File: src/hdl/pcc_pkg.sv
// constants of the pressure command conditioning block
package pcc_pkg;
	localparam int CLK_HZ = 10_000_000;
	localparam int SAMPLE_MS = 1;
	localparam logic [31:0] MS_CYCLES = 32'(CLK_HZ / 1000);
	localparam logic [31:0] SAMPLE_CYCLES = 32'(CLK_HZ / 1000 * SAMPLE_MS);
	localparam int DW = 12;
	localparam int I_FULL_MA = 2600;
	localparam int BAUD_DEFAULT = 57600;
	// register byte offsets
	localparam logic [7:0] OFS_CTRL = 8'h00;
	localparam logic [7:0] OFS_STATUS = 8'h04;
	localparam logic [7:0] OFS_IRQ_ST = 8'h08;
	localparam logic [7:0] OFS_IRQ_MASK = 8'h0c;
	localparam logic [7:0] OFS_RAMP_UP = 8'h10;
	localparam logic [7:0] OFS_RAMP_DN = 8'h14;
	localparam logic [7:0] OFS_MAX = 8'h18;
	localparam logic [7:0] OFS_MIN = 8'h1c;
	localparam logic [7:0] OFS_TRIG = 8'h20;
	localparam logic [7:0] OFS_GAINS = 8'h24;
	localparam logic [7:0] OFS_PWM = 8'h28;
	localparam logic [7:0] OFS_DITHER = 8'h2c;
	localparam logic [7:0] OFS_NOM = 8'h30;
	localparam logic [7:0] OFS_EMERG = 8'h34;
	localparam logic [7:0] OFS_BAUD = 8'h38;
	localparam logic [7:0] OFS_OUT = 8'h3c;
	// control bit positions
	localparam int CTRL_EMERG_EN = 0;
	localparam int CTRL_CUR_SENSOR = 1;
	localparam int CTRL_LOOP_EN = 2;
	localparam int CTRL_FF_EN = 3;
	localparam int CTRL_LOAD_DEF = 4;
	// interrupt bit positions
	localparam int IRQ_FAULT = 0;
	localparam int IRQ_SENSOR = 1;
	localparam int IRQ_EN_LOST = 2;
	localparam int IRQ_EMERG = 3;
	// reset values
	localparam logic [3:0] RST_CTRL = 4'h5;
	localparam logic [15:0] RST_RAMP = 16'h0064;
	localparam logic [11:0] RST_MAX = 12'hfff;
	localparam logic [11:0] RST_MIN = 12'h000;
	localparam logic [11:0] RST_TRIG = 12'h000;
	localparam logic [7:0] RST_KP = 8'h40;
	localparam logic [7:0] RST_KI = 8'h04;
	localparam logic [7:0] RST_KD = 8'h00;
	localparam logic [3:0] RST_FILT = 4'h2;
	localparam logic [15:0] RST_PWM_PER = 16'h2710;
	localparam logic [15:0] RST_DITH_AMP = 16'h0000;
	localparam logic [7:0] RST_DITH_PER = 8'h08;
	localparam logic [11:0] RST_NOM = 12'hfff;
	localparam logic [11:0] RST_EMERG = 12'h000;
	localparam logic [17:0] RST_BAUD = 18'(BAUD_DEFAULT);
endpackage

File: src/hdl/pcc_pwm.sv
// pwm generator with square dither on the duty
module pcc_pwm #(
	parameter int PW = 16
) (
	// clock and reset
	input wire logic clk,
	input wire logic nrst,
	// settings
	input wire logic [PW-1:0] period,
	input wire logic [PW-1:0] duty,
	input wire logic [PW-1:0] dith_amp,
	input wire logic [7:0] dith_per,
	// solenoid drive
	output logic pwm_out
);
	typedef struct packed {
		logic [PW-1:0] cnt;
		logic [7:0] dcnt;
		logic dsign;
		logic out;
	} pcc_pwm_state_t;
	pcc_pwm_state_t s_reg, s_next;
	logic [PW:0] eff;
	always_comb
	begin
		s_next = s_reg;
		if (s_reg.dsign)
			eff = {1'b0, duty} + {1'b0, dith_amp};
		else
			eff = (duty > dith_amp) ? {1'b0, duty - dith_amp} : '0;
		if (s_reg.cnt + 1'b1 >= period)
		begin
			s_next.cnt = '0;
			if (s_reg.dcnt + 1'b1 >= dith_per)
			begin
				s_next.dcnt = 8'h00;
				s_next.dsign = ~s_reg.dsign;
			end
			else
				s_next.dcnt = s_reg.dcnt + 1'b1;
		end
		else
			s_next.cnt = s_reg.cnt + 1'b1;
		s_next.out = (duty != '0) && ({1'b0, s_reg.cnt} < eff);
	end
	always_ff @(posedge clk or negedge nrst)
	begin
		if (!nrst)
			s_reg <= '0;
		else
			s_reg <= s_next;
	end
	assign pwm_out = s_reg.out;
endmodule

File: src/hdl/pcc_ramp.sv
// rate limiter with separate rise and fall times
module pcc_ramp #(
	parameter int W = 12
) (
	// clock and reset
	input wire logic clk,
	input wire logic nrst,
	// target and full-scale travel times in cycles
	input wire logic [W-1:0] target,
	input wire logic [31:0] up_cycles,
	input wire logic [31:0] dn_cycles,
	// ramped value
	output logic [W-1:0] value
);
	localparam logic [31:0] FULL = 32'((1 << W) - 1);
	typedef struct packed {
		logic [31:0] acc;
		logic [W-1:0] val;
	} pcc_ramp_state_t;
	pcc_ramp_state_t s_reg, s_next;
	logic [31:0] acc2;
	logic [31:0] lim;
	always_comb
	begin
		s_next = s_reg;
		acc2 = s_reg.acc + FULL;
		lim = (target > s_reg.val) ? up_cycles : dn_cycles;
		if (target == s_reg.val)
		begin
			s_next.acc = 32'h0000_0000;
		end
		else if (lim == 32'h0000_0000)
		begin
			s_next.val = target;
			s_next.acc = 32'h0000_0000;
		end
		else if (acc2 >= lim)
		begin
			s_next.acc = acc2 - lim;
			s_next.val = (target > s_reg.val) ? s_reg.val + 1'b1 : s_reg.val - 1'b1;
		end
		else
		begin
			s_next.acc = acc2;
		end
	end
	always_ff @(posedge clk or negedge nrst)
	begin
		if (!nrst)
			s_reg <= '0;
		else
			s_reg <= s_next;
	end
	assign value = s_reg.val;
endmodule

File: src/hdl/pcc_top.sv
// pressure command conditioning: ramp, pid, output shaping, emergency, pwm
// Functional notes
// - on sensor fault or lost enable, drive the configured emergency value
// - emergency value is reached through the programmed ramp, not a jump
// - emergency function can be disabled; then a failure never substitutes it
// - emergency value kept apart from the parameter set and its reloads
// - separate rise and fall ramp times in milliseconds
// - ramp time equals the full travel time after a reference step
// - output scaled to a configurable maximum and never above it
// - a minimum offset is added to non-zero demand for valve overlap
// - below the threshold output is zero, forming a dead zone at zero
// - pid with gains, noise filter on derivative, and direct feed-forward
// - pwm current drive with nominal current, dither, frequency, 2.6 A full scale
// - configuration link rate defaults to 57600 baud
// - closed loop active only while enable is high; power stage also active while the emergency value is driven
// - ready only while enabled and no error present
// - open current-loop sensor is flagged as an error
//
// Register access over APB and the placing of the registers were chosen for this implementation.
module pcc_top (
	// clock and reset
	input wire logic clk,
	input wire logic nrst,
	// apb slave
	input wire logic psel,
	input wire logic penable,
	input wire logic pwrite,
	input wire logic [7:0] paddr,
	input wire logic [31:0] pwdata,
	output logic [31:0] prdata,
	output logic pready,
	output logic pslverr,
	// pins and converters
	input wire logic enable_pin,
	input wire logic sensor_open_pin,
	input wire logic [11:0] cmd_in,
	input wire logic [11:0] fb_in,
	// outputs
	output logic pwm_out,
	output logic ready_out,
	output logic irq
);
	typedef struct packed {
		logic [1:0] en_s;
		logic [1:0] open_s;
		logic [11:0] cmd_s1;
		logic [11:0] cmd_s2;
		logic [11:0] fb_s1;
		logic [11:0] fb_s2;
		logic [3:0] ctrl;
		logic [15:0] ramp_up;
		logic [15:0] ramp_dn;
		logic [11:0] max_out;
		logic [11:0] min_out;
		logic [11:0] trig;
		logic [7:0] kp;
		logic [7:0] ki;
		logic [7:0] kd;
		logic [3:0] filt;
		logic [15:0] pwm_per;
		logic [15:0] dith_amp;
		logic [7:0] dith_per;
		logic [11:0] nom;
		logic [11:0] emerg;
		logic [17:0] baud;
		logic [3:0] irq_st;
		logic [3:0] irq_mask;
		logic [31:0] tick_cnt;
		logic signed [19:0] integ;
		logic signed [12:0] efilt;
		logic signed [12:0] eprev;
		logic [11:0] u;
		logic [11:0] shaped;
		logic [11:0] cur;
		logic [15:0] duty;
		logic fault_d;
		logic sens_d;
		logic en_d;
		logic emerg_d;
		logic [31:0] prdata;
		logic pready;
		logic pslverr;
		logic ready;
		logic irq;
	} pcc_top_state_t;
	pcc_top_state_t s_reg, s_next;
	logic enable_ok;
	logic sensor_err;
	logic fault;
	logic emerg_act;
	logic [11:0] target;
	logic [11:0] ramped;
	logic [31:0] up_cyc;
	logic [31:0] dn_cyc;
	logic tick;
	logic acc_wr;
	logic signed [12:0] err;
	logic signed [13:0] ediff;
	logic signed [12:0] efilt_n;
	logic signed [21:0] pterm;
	logic signed [21:0] iterm;
	logic signed [21:0] dterm;
	logic signed [20:0] integ_n;
	logic signed [23:0] sum;
	logic [11:0] span;
	logic [23:0] lin;
	logic [12:0] shp;
	logic [23:0] cur_p;
	logic [27:0] duty_p;
	logic [3:0] ev;
	logic [31:0] rd;
	logic hit;
	always_comb
	begin
		s_next = s_reg;
		// pin synchronisers
		s_next.en_s = {s_reg.en_s[0], enable_pin};
		s_next.open_s = {s_reg.open_s[0], sensor_open_pin};
		s_next.cmd_s1 = cmd_in;
		s_next.cmd_s2 = s_reg.cmd_s1;
		s_next.fb_s1 = fb_in;
		s_next.fb_s2 = s_reg.fb_s1;
		// failure detection
		enable_ok = s_reg.en_s[1];
		sensor_err = s_reg.ctrl[pcc_pkg::CTRL_CUR_SENSOR] & s_reg.open_s[1];
		fault = ~enable_ok | sensor_err;
		emerg_act = fault & s_reg.ctrl[pcc_pkg::CTRL_EMERG_EN];
		// ramp target: emergency value goes through the ramp too
		if (emerg_act)
			target = s_reg.emerg;
		else if (enable_ok)
			target = s_reg.cmd_s2;
		else
			target = 12'h000;
		up_cyc = 32'(s_reg.ramp_up) * pcc_pkg::MS_CYCLES;
		dn_cyc = 32'(s_reg.ramp_dn) * pcc_pkg::MS_CYCLES;
		// sample tick
		tick = (s_reg.tick_cnt + 32'h0000_0001 >= pcc_pkg::SAMPLE_CYCLES);
		s_next.tick_cnt = tick ? 32'h0000_0000 : s_reg.tick_cnt + 32'h0000_0001;
		// pid with filtered derivative and feed-forward
		err = $signed({1'b0, ramped}) - $signed({1'b0, s_reg.fb_s2});
		ediff = 14'(err) - 14'(s_reg.efilt);
		efilt_n = s_reg.efilt + 13'(ediff >>> s_reg.filt);
		pterm = 22'($signed({1'b0, s_reg.kp})) * 22'(err);
		iterm = 22'($signed({1'b0, s_reg.ki})) * 22'(err);
		dterm = 22'($signed({1'b0, s_reg.kd})) * 22'(14'(efilt_n) - 14'(s_reg.eprev));
		integ_n = 21'(s_reg.integ) + 21'(iterm >>> 8);
		if (integ_n > 21'sd262143)
			integ_n = 21'sd262143;
		else if (integ_n < -21'sd262143)
			integ_n = -21'sd262143;
		sum = 24'(pterm >>> 8) + 24'(integ_n >>> 8) + 24'(dterm >>> 8);
		if (s_reg.ctrl[pcc_pkg::CTRL_FF_EN])
			sum = sum + 24'($signed({1'b0, ramped}));
		if (tick)
		begin
			s_next.efilt = efilt_n;
			s_next.eprev = efilt_n;
			s_next.integ = 20'(integ_n);
			if (sum < 24'sd0)
				s_next.u = 12'h000;
			else if (sum > 24'sd4095)
				s_next.u = 12'hfff;
			else
				s_next.u = 12'(sum);
		end
		if (!s_reg.ctrl[pcc_pkg::CTRL_LOOP_EN] || emerg_act || !enable_ok)
		begin
			s_next.u = ramped;
			s_next.integ = 20'sd0;
			s_next.efilt = 13'sd0;
			s_next.eprev = 13'sd0;
		end
		// output shaping: threshold, minimum offset, maximum
		span = (s_reg.max_out > s_reg.min_out) ? s_reg.max_out - s_reg.min_out : 12'h000;
		lin = 24'(s_reg.u - s_reg.trig) * 24'(span);
		shp = 13'(s_reg.min_out) + 13'(lin[23:12]);
		if (s_reg.u == 12'h000 || s_reg.u < s_reg.trig)
			s_next.shaped = 12'h000;
		else if (shp > 13'(s_reg.max_out))
			s_next.shaped = s_reg.max_out;
		else
			s_next.shaped = 12'(shp);
		if (!enable_ok && !emerg_act)
			s_next.shaped = 12'h000;
		// current demand and pwm duty
		cur_p = 24'(s_reg.shaped) * 24'(s_reg.nom);
		s_next.cur = cur_p[23:12];
		duty_p = 28'(s_reg.cur) * 28'(s_reg.pwm_per);
		s_next.duty = duty_p[27:12];
		s_next.ready = enable_ok & ~sensor_err;
		// interrupt events
		ev = 4'h0;
		ev[pcc_pkg::IRQ_FAULT] = fault & ~s_reg.fault_d;
		ev[pcc_pkg::IRQ_SENSOR] = sensor_err & ~s_reg.sens_d;
		ev[pcc_pkg::IRQ_EN_LOST] = ~enable_ok & s_reg.en_d;
		ev[pcc_pkg::IRQ_EMERG] = emerg_act & ~s_reg.emerg_d;
		s_next.fault_d = fault;
		s_next.sens_d = sensor_err;
		s_next.en_d = enable_ok;
		s_next.emerg_d = emerg_act;
		// apb decode
		acc_wr = psel & penable & pwrite & s_reg.pready;
		hit = 1'b1;
		rd = 32'h0000_0000;
		unique case (paddr)
			pcc_pkg::OFS_CTRL: rd = 32'(s_reg.ctrl);
			pcc_pkg::OFS_STATUS: rd = 32'({emerg_act, sensor_err, fault, enable_ok, s_reg.ready});
			pcc_pkg::OFS_IRQ_ST: rd = 32'(s_reg.irq_st);
			pcc_pkg::OFS_IRQ_MASK: rd = 32'(s_reg.irq_mask);
			pcc_pkg::OFS_RAMP_UP: rd = 32'(s_reg.ramp_up);
			pcc_pkg::OFS_RAMP_DN: rd = 32'(s_reg.ramp_dn);
			pcc_pkg::OFS_MAX: rd = 32'(s_reg.max_out);
			pcc_pkg::OFS_MIN: rd = 32'(s_reg.min_out);
			pcc_pkg::OFS_TRIG: rd = 32'(s_reg.trig);
			pcc_pkg::OFS_GAINS: rd = {4'h0, s_reg.filt, s_reg.kd, s_reg.ki, s_reg.kp};
			pcc_pkg::OFS_PWM: rd = 32'(s_reg.pwm_per);
			pcc_pkg::OFS_DITHER: rd = {8'h00, s_reg.dith_per, s_reg.dith_amp};
			pcc_pkg::OFS_NOM: rd = 32'(s_reg.nom);
			pcc_pkg::OFS_EMERG: rd = 32'(s_reg.emerg);
			pcc_pkg::OFS_BAUD: rd = 32'(s_reg.baud);
			pcc_pkg::OFS_OUT: rd = {4'h0, s_reg.shaped, 4'h0, ramped};
			default: hit = 1'b0;
		endcase
		// response stands for the access cycle only
		s_next.pready = psel & ~penable;
		s_next.prdata = 32'h0000_0000;
		s_next.pslverr = 1'b0;
		if (psel && !penable)
		begin
			s_next.prdata = pwrite ? 32'h0000_0000 : rd;
			s_next.pslverr = ~hit;
		end
		if (acc_wr && hit)
		begin
			unique case (paddr)
				pcc_pkg::OFS_CTRL: s_next.ctrl = pwdata[3:0];
				pcc_pkg::OFS_IRQ_MASK: s_next.irq_mask = pwdata[3:0];
				pcc_pkg::OFS_RAMP_UP: s_next.ramp_up = pwdata[15:0];
				pcc_pkg::OFS_RAMP_DN: s_next.ramp_dn = pwdata[15:0];
				pcc_pkg::OFS_MAX: s_next.max_out = pwdata[11:0];
				pcc_pkg::OFS_MIN: s_next.min_out = pwdata[11:0];
				pcc_pkg::OFS_TRIG: s_next.trig = pwdata[11:0];
				pcc_pkg::OFS_GAINS:
				begin
					s_next.kp = pwdata[7:0];
					s_next.ki = pwdata[15:8];
					s_next.kd = pwdata[23:16];
					s_next.filt = pwdata[27:24];
				end
				pcc_pkg::OFS_PWM: s_next.pwm_per = pwdata[15:0];
				pcc_pkg::OFS_DITHER:
				begin
					s_next.dith_amp = pwdata[15:0];
					s_next.dith_per = pwdata[23:16];
				end
				pcc_pkg::OFS_NOM: s_next.nom = pwdata[11:0];
				pcc_pkg::OFS_EMERG: s_next.emerg = pwdata[11:0];
				pcc_pkg::OFS_BAUD: s_next.baud = pwdata[17:0];
				default: s_next.ctrl = s_reg.ctrl;
			endcase
			// parameter set reload leaves the emergency value alone
			if (paddr == pcc_pkg::OFS_CTRL && pwdata[pcc_pkg::CTRL_LOAD_DEF])
			begin
				s_next.ctrl = pcc_pkg::RST_CTRL;
				s_next.ramp_up = pcc_pkg::RST_RAMP;
				s_next.ramp_dn = pcc_pkg::RST_RAMP;
				s_next.max_out = pcc_pkg::RST_MAX;
				s_next.min_out = pcc_pkg::RST_MIN;
				s_next.trig = pcc_pkg::RST_TRIG;
				s_next.kp = pcc_pkg::RST_KP;
				s_next.ki = pcc_pkg::RST_KI;
				s_next.kd = pcc_pkg::RST_KD;
				s_next.filt = pcc_pkg::RST_FILT;
				s_next.pwm_per = pcc_pkg::RST_PWM_PER;
				s_next.dith_amp = pcc_pkg::RST_DITH_AMP;
				s_next.dith_per = pcc_pkg::RST_DITH_PER;
				s_next.nom = pcc_pkg::RST_NOM;
			end
		end
		// sticky status, set wins over write-one-clear
		if (acc_wr && paddr == pcc_pkg::OFS_IRQ_ST)
			s_next.irq_st = (s_reg.irq_st & ~pwdata[3:0]) | ev;
		else
			s_next.irq_st = s_reg.irq_st | ev;
		s_next.irq = |(s_next.irq_st & s_next.irq_mask);
	end
	always_ff @(posedge clk or negedge nrst)
	begin
		if (!nrst)
		begin
			s_reg <= '0;
			s_reg.ctrl <= pcc_pkg::RST_CTRL;
			s_reg.ramp_up <= pcc_pkg::RST_RAMP;
			s_reg.ramp_dn <= pcc_pkg::RST_RAMP;
			s_reg.max_out <= pcc_pkg::RST_MAX;
			s_reg.min_out <= pcc_pkg::RST_MIN;
			s_reg.trig <= pcc_pkg::RST_TRIG;
			s_reg.kp <= pcc_pkg::RST_KP;
			s_reg.ki <= pcc_pkg::RST_KI;
			s_reg.kd <= pcc_pkg::RST_KD;
			s_reg.filt <= pcc_pkg::RST_FILT;
			s_reg.pwm_per <= pcc_pkg::RST_PWM_PER;
			s_reg.dith_amp <= pcc_pkg::RST_DITH_AMP;
			s_reg.dith_per <= pcc_pkg::RST_DITH_PER;
			s_reg.nom <= pcc_pkg::RST_NOM;
			s_reg.emerg <= pcc_pkg::RST_EMERG;
			s_reg.baud <= pcc_pkg::RST_BAUD;
			// no false fault edge while the synchronisers fill
			s_reg.fault_d <= 1'b1;
			s_reg.emerg_d <= 1'b1;
		end
		else
			s_reg <= s_next;
	end
	pcc_ramp #(
		.W(pcc_pkg::DW)
	) u_ramp (
		.clk(clk),
		.nrst(nrst),
		.target(target),
		.up_cycles(up_cyc),
		.dn_cycles(dn_cyc),
		.value(ramped)
	);
	pcc_pwm #(
		.PW(16)
	) u_pwm (
		.clk(clk),
		.nrst(nrst),
		.period(s_reg.pwm_per),
		.duty(s_reg.duty),
		.dith_amp(s_reg.dith_amp),
		.dith_per(s_reg.dith_per),
		.pwm_out(pwm_out)
	);
	// registered outputs
	assign prdata = s_reg.prdata;
	assign pready = s_reg.pready;
	assign pslverr = s_reg.pslverr;
	assign ready_out = s_reg.ready;
	assign irq = s_reg.irq;
endmodule

File: config.mk
export PLATFORM = sky130hd
export DESIGN_NAME = pcc_top
export DESIGN_NICKNAME = d
export VERILOG_FILES = /design/src/hdl/pcc_pkg.sv /design/src/hdl/pcc_pwm.sv /design/src/hdl/pcc_ramp.sv /design/src/hdl/pcc_top.sv
export SDC_FILE = /design/constraint.sdc
export NUM_CORES = 2
export LEC_CHECK = 0
export BUFFER_PORTS_ARGS = -buffer_cell sky130_fd_sc_hd__buf_2
export CAP_MARGIN = 20
export CORE_ASPECT_RATIO = 0.75
export CORE_MARGIN = 10
export CORE_UTILIZATION = 30
export DETAILED_ROUTE_END_ITERATION = 10
export GPL_ROUTABILITY_DRIVEN = 0
export SYNTH_ARGS = -nofsm -noshare
export SYNTH_HDL_FRONTEND = slang
export SYNTH_SLANG_ARGS = --single-unit
File: constraint.sdc
create_clock -name clk -period 40.7 [get_ports clk]
set_input_delay 4.07 -clock clk [delete_from_list [all_inputs] [get_ports clk]]
set_output_delay 4.07 -clock clk [all_outputs]
set_load 0.01 [all_outputs]
# After elaboration in Yosys (flattened, before gate mapping)
# Cells that the tools add are included.
# Widths: inputs -> output; s select.
# word_totals
regBits	482
output_inout_bits	37
wordCells	220
# op_classes
add_sub_neg	20
n_mul	8
magnitude_cmp	14
n_eq_ne	16
shifts	1
n_mux	43
bitwise	26
reduce_logical	45
# op_table
op	count
$pmux 28 s16	1
$mux 12	14
$mux 32	5
$mux 152	1
$mux 58	2
$mux 16	5
$eq 8x6->1 const B	8
$mul 16x10->26 const B	2
$mux 24	2
$mul 9x13->22	2
$mux 44	1
$mux 21	2
$add 32x1->32 const B	1
$add 32x12->32 const B	1
$eq 8x5->1 const B	4
$ge 32x14->1 const B	1
$ge 32x32->1	1
$logic_not 32->1	1
$sub 32x32->32	1
$mux 30	1
$mul 12x16->28	1
$mux 28	1
$reduce_and 2->1	14
$sub 13x13->14	2
other kinds (51)	99

# Longest topological paths before layout
# depth
word_depth	15
ltp_mapped	76
mapped_depth_nobuf	73

# By module
# From an unflattened synthesis, not the netlist that was laid out.
# unflattened
hier_cells	7113
area_unflattened_um2	63195.6
# by_module_without_submodules
module	instances	cells_each	area_each_um2	seq_area_each_um2
pcc_top	1	5948	53638.9	9943.3
pcc_ramp	1	659	5567.8	1101.1
pcc_pwm	1	506	3988.8	650.6

# Least setup slack after synthesis
# OpenSTA, ideal clock, no wires.
# synth_path
path_type	reg2reg
from	register u_ramp.s_reg (netlist bit u_ramp.value[0])
to	register s_reg[87] in the netlist's numbering
setup_time_ps	142
arrival_ps	14928
required_time_ps	40558
setup_slack_ps	25630
path_stages_with_launch	73
period_less_slack_ps	15070
path_cell_list	dfrtp_1 > inv_1 > ha_1 > fa_1 > nor2b_1 > o21ai_0 > a21boi_0 > o21ai_0 > a21boi_0 > o21ai_0 > a21boi_0 > o21ai_0 > nand2b_1 > xor2_1 > clkbuf_1 > ha_1 > or3_1 > a211oi_1 > [37 not listed] > o21a_1 > or2_2 > fa_1 > inv_1 > ha_1 > and3_1 > a221oi_1 > xnor2_1 > ha_1 > nand3_1 > a21oi_1 > or3_1 > a21oi_1 > a2bb2oi_1 > a22oi_1 > clkbuf_1 > a211oi_1 > o221ai_1
# synth_between
elab_chain_cells	15
# synth_lines
item	line	rtl
start: declaration	pcc_ramp.sv:20	pcc_ramp_state_t s_reg, s_next;
start signal: assignment	pcc_ramp.sv:52	s_reg <= s_next;
branches (longest 9 deep; another with $mul 9x14->22)	--	
$mux 24 (*)	pcc_top.sv:153	if (s_reg.ctrl[pcc_pkg::CTRL_FF_EN])
$gt 24x13->1	pcc_top.sv:162	else if (sum > 24'sd4095)
$mux 12	pcc_top.sv:162	
$mux 12 (*)	pcc_top.sv:160	if (sum < 24'sd0)
$mux 58 (*)	pcc_top.sv:155	if (tick)
$mux 58 (*)	pcc_top.sv:167	if (!s_reg.ctrl[pcc_pkg::CTRL_LOOP_EN] || emerg_act || !enable_ok)
end signal: assignment	pcc_top.sv:314	s_reg <= s_next;
end: declaration	pcc_top.sv:86	pcc_top_state_t s_reg, s_next;
# Every way passes the cells marked *. The select of a mux whose other input is x is not followed.
# A chain may end at the register's enable or synchronous reset.

# Final worst setup path
# layout_path
from	register u_ramp.s_reg (netlist bit u_ramp.value[0])
to	register s_reg[88] in the netlist's numbering
# Same word-level chain as after synthesis.

==> results.ini <==
[status]
outcome = completed

[timing]
grt_setup_unrepaired = false
max_freq_ghz = 0.05500
setup_viol = 0
finalHoldViolations = 0
finalSetupTns_ns = 0
worstMarginPinSlew_ns = 1.240
relSlewSlack_pct = 17.02
finalCritPeriodShare_pct = 44.67
finalMaxSlewViolations = 0
setup_slack_ns = 22.52
fin_skew_ns = 0.05973
finalCriticalPeriod_ns = 18.18

[drt]
drc = 0
dr.pass1.iters = 6
viasPerCell = 5.067
via_count = 48850
drtIter0Drc = 4023
ant_nets = 0
postRouteWirelength_um = 182500
wl_per_cell_um = 18.93

[die]
die_w_um = 543.1
rows = 143
coreArea_mm2 = 0.2033
die-area_mm2 = 0.2239
num_io_pins = 108
start_util_pct = 30.29
die_h_um = 412.3

[worst_setup_path]
cp-start-kind = flop
crit_slowest_cell = dfrtp_1
critPathArrivalTime_ns = 18.71
crit_path_end_kind = flop
path_common_cell = o21ai_0
worstPathRequired_ns = 41.23
cpPeakStageDelay_ns = 0.70
cp_max_fo = 17
path_class = reg2reg

[layout]
area_delta_synth_final_pct = 8.585
final_core_util_pct = 32.89
drive_gt1_share_pct = 5.871
nNetsFinal = 8408
instances_no_fill = 9642
largest_reg_flops = 336
final_cell_area_mm2 = 0.06685

[global_route]
grt_overflow = 0
grt_max_degree = 91
grt_first_pass_wirelength_um = 287300
grt.total_usage_pct = 16.11
grt_pass1_vias = 49180
antenna_found_initial = 18

[logic_synthesis]
seq_area_frac_synth_pct = 19.00
yosysWarnings = 0
postSynthAreaPerCell_um2 = 8.882
synth_mux_area_share_pct = 2.045
synth_compound_area_share_pct = 11.73
ys_ff_latch = 465
synth_cell_types = 94
yosys.area_share.simple_pct = 16.48
syn_inst = 6931
synth_xor_area_share_pct = 4.453
asyncSetResetFlopFracSynth_pct = 100.0
synth_top_family_by_area = adder cells
syn_area_mm2 = 0.06156
synth-edff-count = 0
synth_ff_type = dfrtp_1
synth_fa_ha_area_share_pct = 37.95

[cts]
cts_setup_buffers = 0
tritoncts = yes
htree_num_levels = 2
hold_buffers = 0
cts_buffers = 52
clock_path_buffers = 3
cts-root-buf = clkbuf_16
clock_latency_ns = 0.70
clk_pin_slew_ns = 0.07
ctsResizeCount = 0
clock_sinks = 465

[pwr]
powerDensity_mw_per_mm2 = 42.41
p_leak_nw = 32.84
ir_drop_v = 0.00008571

[hold_path]
hp-class = reg2reg

[placement]
post-place-cells = 9531
place_area_mm2 = 0.06492
post-place-ws_ns = 23.10
io_buffers = 99
hpwl_um = 148200

[job]
maxCapViolCount = 0

## worst max-delay path, delay by kind of cell, from the launching register on
| kind | cells | cell delay [ns] |
|---|---|---|
| AO/OA/AOI/OAI | 30 | 6.67 |
| adder cells (fa/ha/maj) | 13 | 5.20 |
| XOR/XNOR | 5 | 1.96 |
| AND/OR/NAND/NOR | 12 | 1.77 |
| multiplexers | 3 | 1.12 |
| flip-flops | 1 | 0.70 |
| buffers and inverters | 5 | 0.54 |
## kinds of logic (layout without fill, tap and decap cells)
| kind of cell | Yosys count | after routing |
|---|---|---|
| buffers and inverters | 1328 | 1326 |
| adder cells (fa/ha/maj) | 1431 | 1431 |
| flip-flops | 465 | 465 |
| other | 1 | 32 |
| multiplexers | 117 | 117 |
| AO/OA/AOI/OAI | 1098 | 1098 |
| AND/OR/NAND/NOR | 2178 | 2178 |
| XOR/XNOR | 313 | 313 |
## Yosys cell counts (67+ instances only)
cell type / n / share of area, %
clkbuf_1: 210 / 1.3
o21ai_0: 293 / 2.4
and2_1: 266 / 2.7
a21o_1: 89 / 1.1
inv_1: 1059 / 6.5
nor2b_1: 109 / 1.1
nand3_1: 107 / 0.87
ha_1: 704 / 14
xnor2_1: 218 / 3.1
a21oi_1: 236 / 1.9
xor2_1: 95 / 1.4
dfrtp_1: 418 / 17
fa_1: 727 / 24
nor2_1: 508 / 3.1
nand2_1: 831 / 5.1
mux2i_1: 67 / 1.1
nor3_1: 104 / 0.85
## path summary, 6_finish.rpt
kind                                      start              end  slack, ns  depth (start not counted)
worst min-delay path                s_next[362]       s_reg[362]       0.35                          0
worst max register to register  u_ramp.value[0]        s_reg[88]      22.52                         68
worst min register to register      s_next[362]       s_reg[362]       0.35                          0
worst max-delay path            u_ramp.value[0]        s_reg[88]      22.52                         68
max in group asynchronous                  nrst  u_pwm.s_reg[15]      34.12                          4
min in group asynchronous                  nrst       s_reg[370]       3.41                          1
## stage by stage
stage | hold slack, ns | power, W
after floorplan | 0.3312 | 0.001788
after global placement | 0.3373 | 0.002243
after detailed placement | 0.3371 | 0.002285
after CTS | 0.3508 | 0.002822
after global routing | 0.3541 | 0.003060
final | 0.3467 | 0.002835
## area by class of cell
class	instances	area, um^2
multi-input combinational	5159	44890
fill	20910	136400
clock inverter	32	446.7
timing repair buffer	169	1071
sequential	465	11700
clock buffer	66	1394
tap	2682	3356
antenna	10	25.02
inverter	1059	3975
## per-layer routing
metal | GRT usage [%] | share of wire (%) | wire length [um]
met5 | 0 | 0 | 0
met4 | 4.320 | 3.0 | 5538
met3 | 3.444 | 8.9 | 16180
met2 | 23.75 | 41 | 75230
met1 | 23.68 | 47 | 85570
## power breakdown
part | total (W) | internal (W) | leakage [nW] | switching (W)
sequential | 0.000591 | 0.000504 | 6.02 | 0.0000870
combinational | 0.00172 | 0.000628 | 25.9 | 0.00109
clock | 0.000522 | 0.000293 | 0.897 | 0.000229
## cell usage in the layout (no fill, tap or decap), drive strengths merged, types with 16 or more instances in the layout
master	count
conb	22
mux2	47
nand3	108
a221oi	38
and3	35
a211oi	21
a22oi	38
and2	266
a31oi	49
clkbuf	66
a21oi	240
buf	169
o21ai	298
xor2	95
nor4	32
xnor2	218
a22o	36
dfrtp	418
nor2b	109
nand4	46
a21boi	18
fa	727
nand2b	54
mux2i	68
o211ai	21
inv	1069
nor2	508
or3	20
a21o	89
o221ai	16
ha	704
nor3	104
nand2	831
dfstp	47
o21a	57
o21bai	26
No activity file was read; power rests on OpenSTA's default activity.
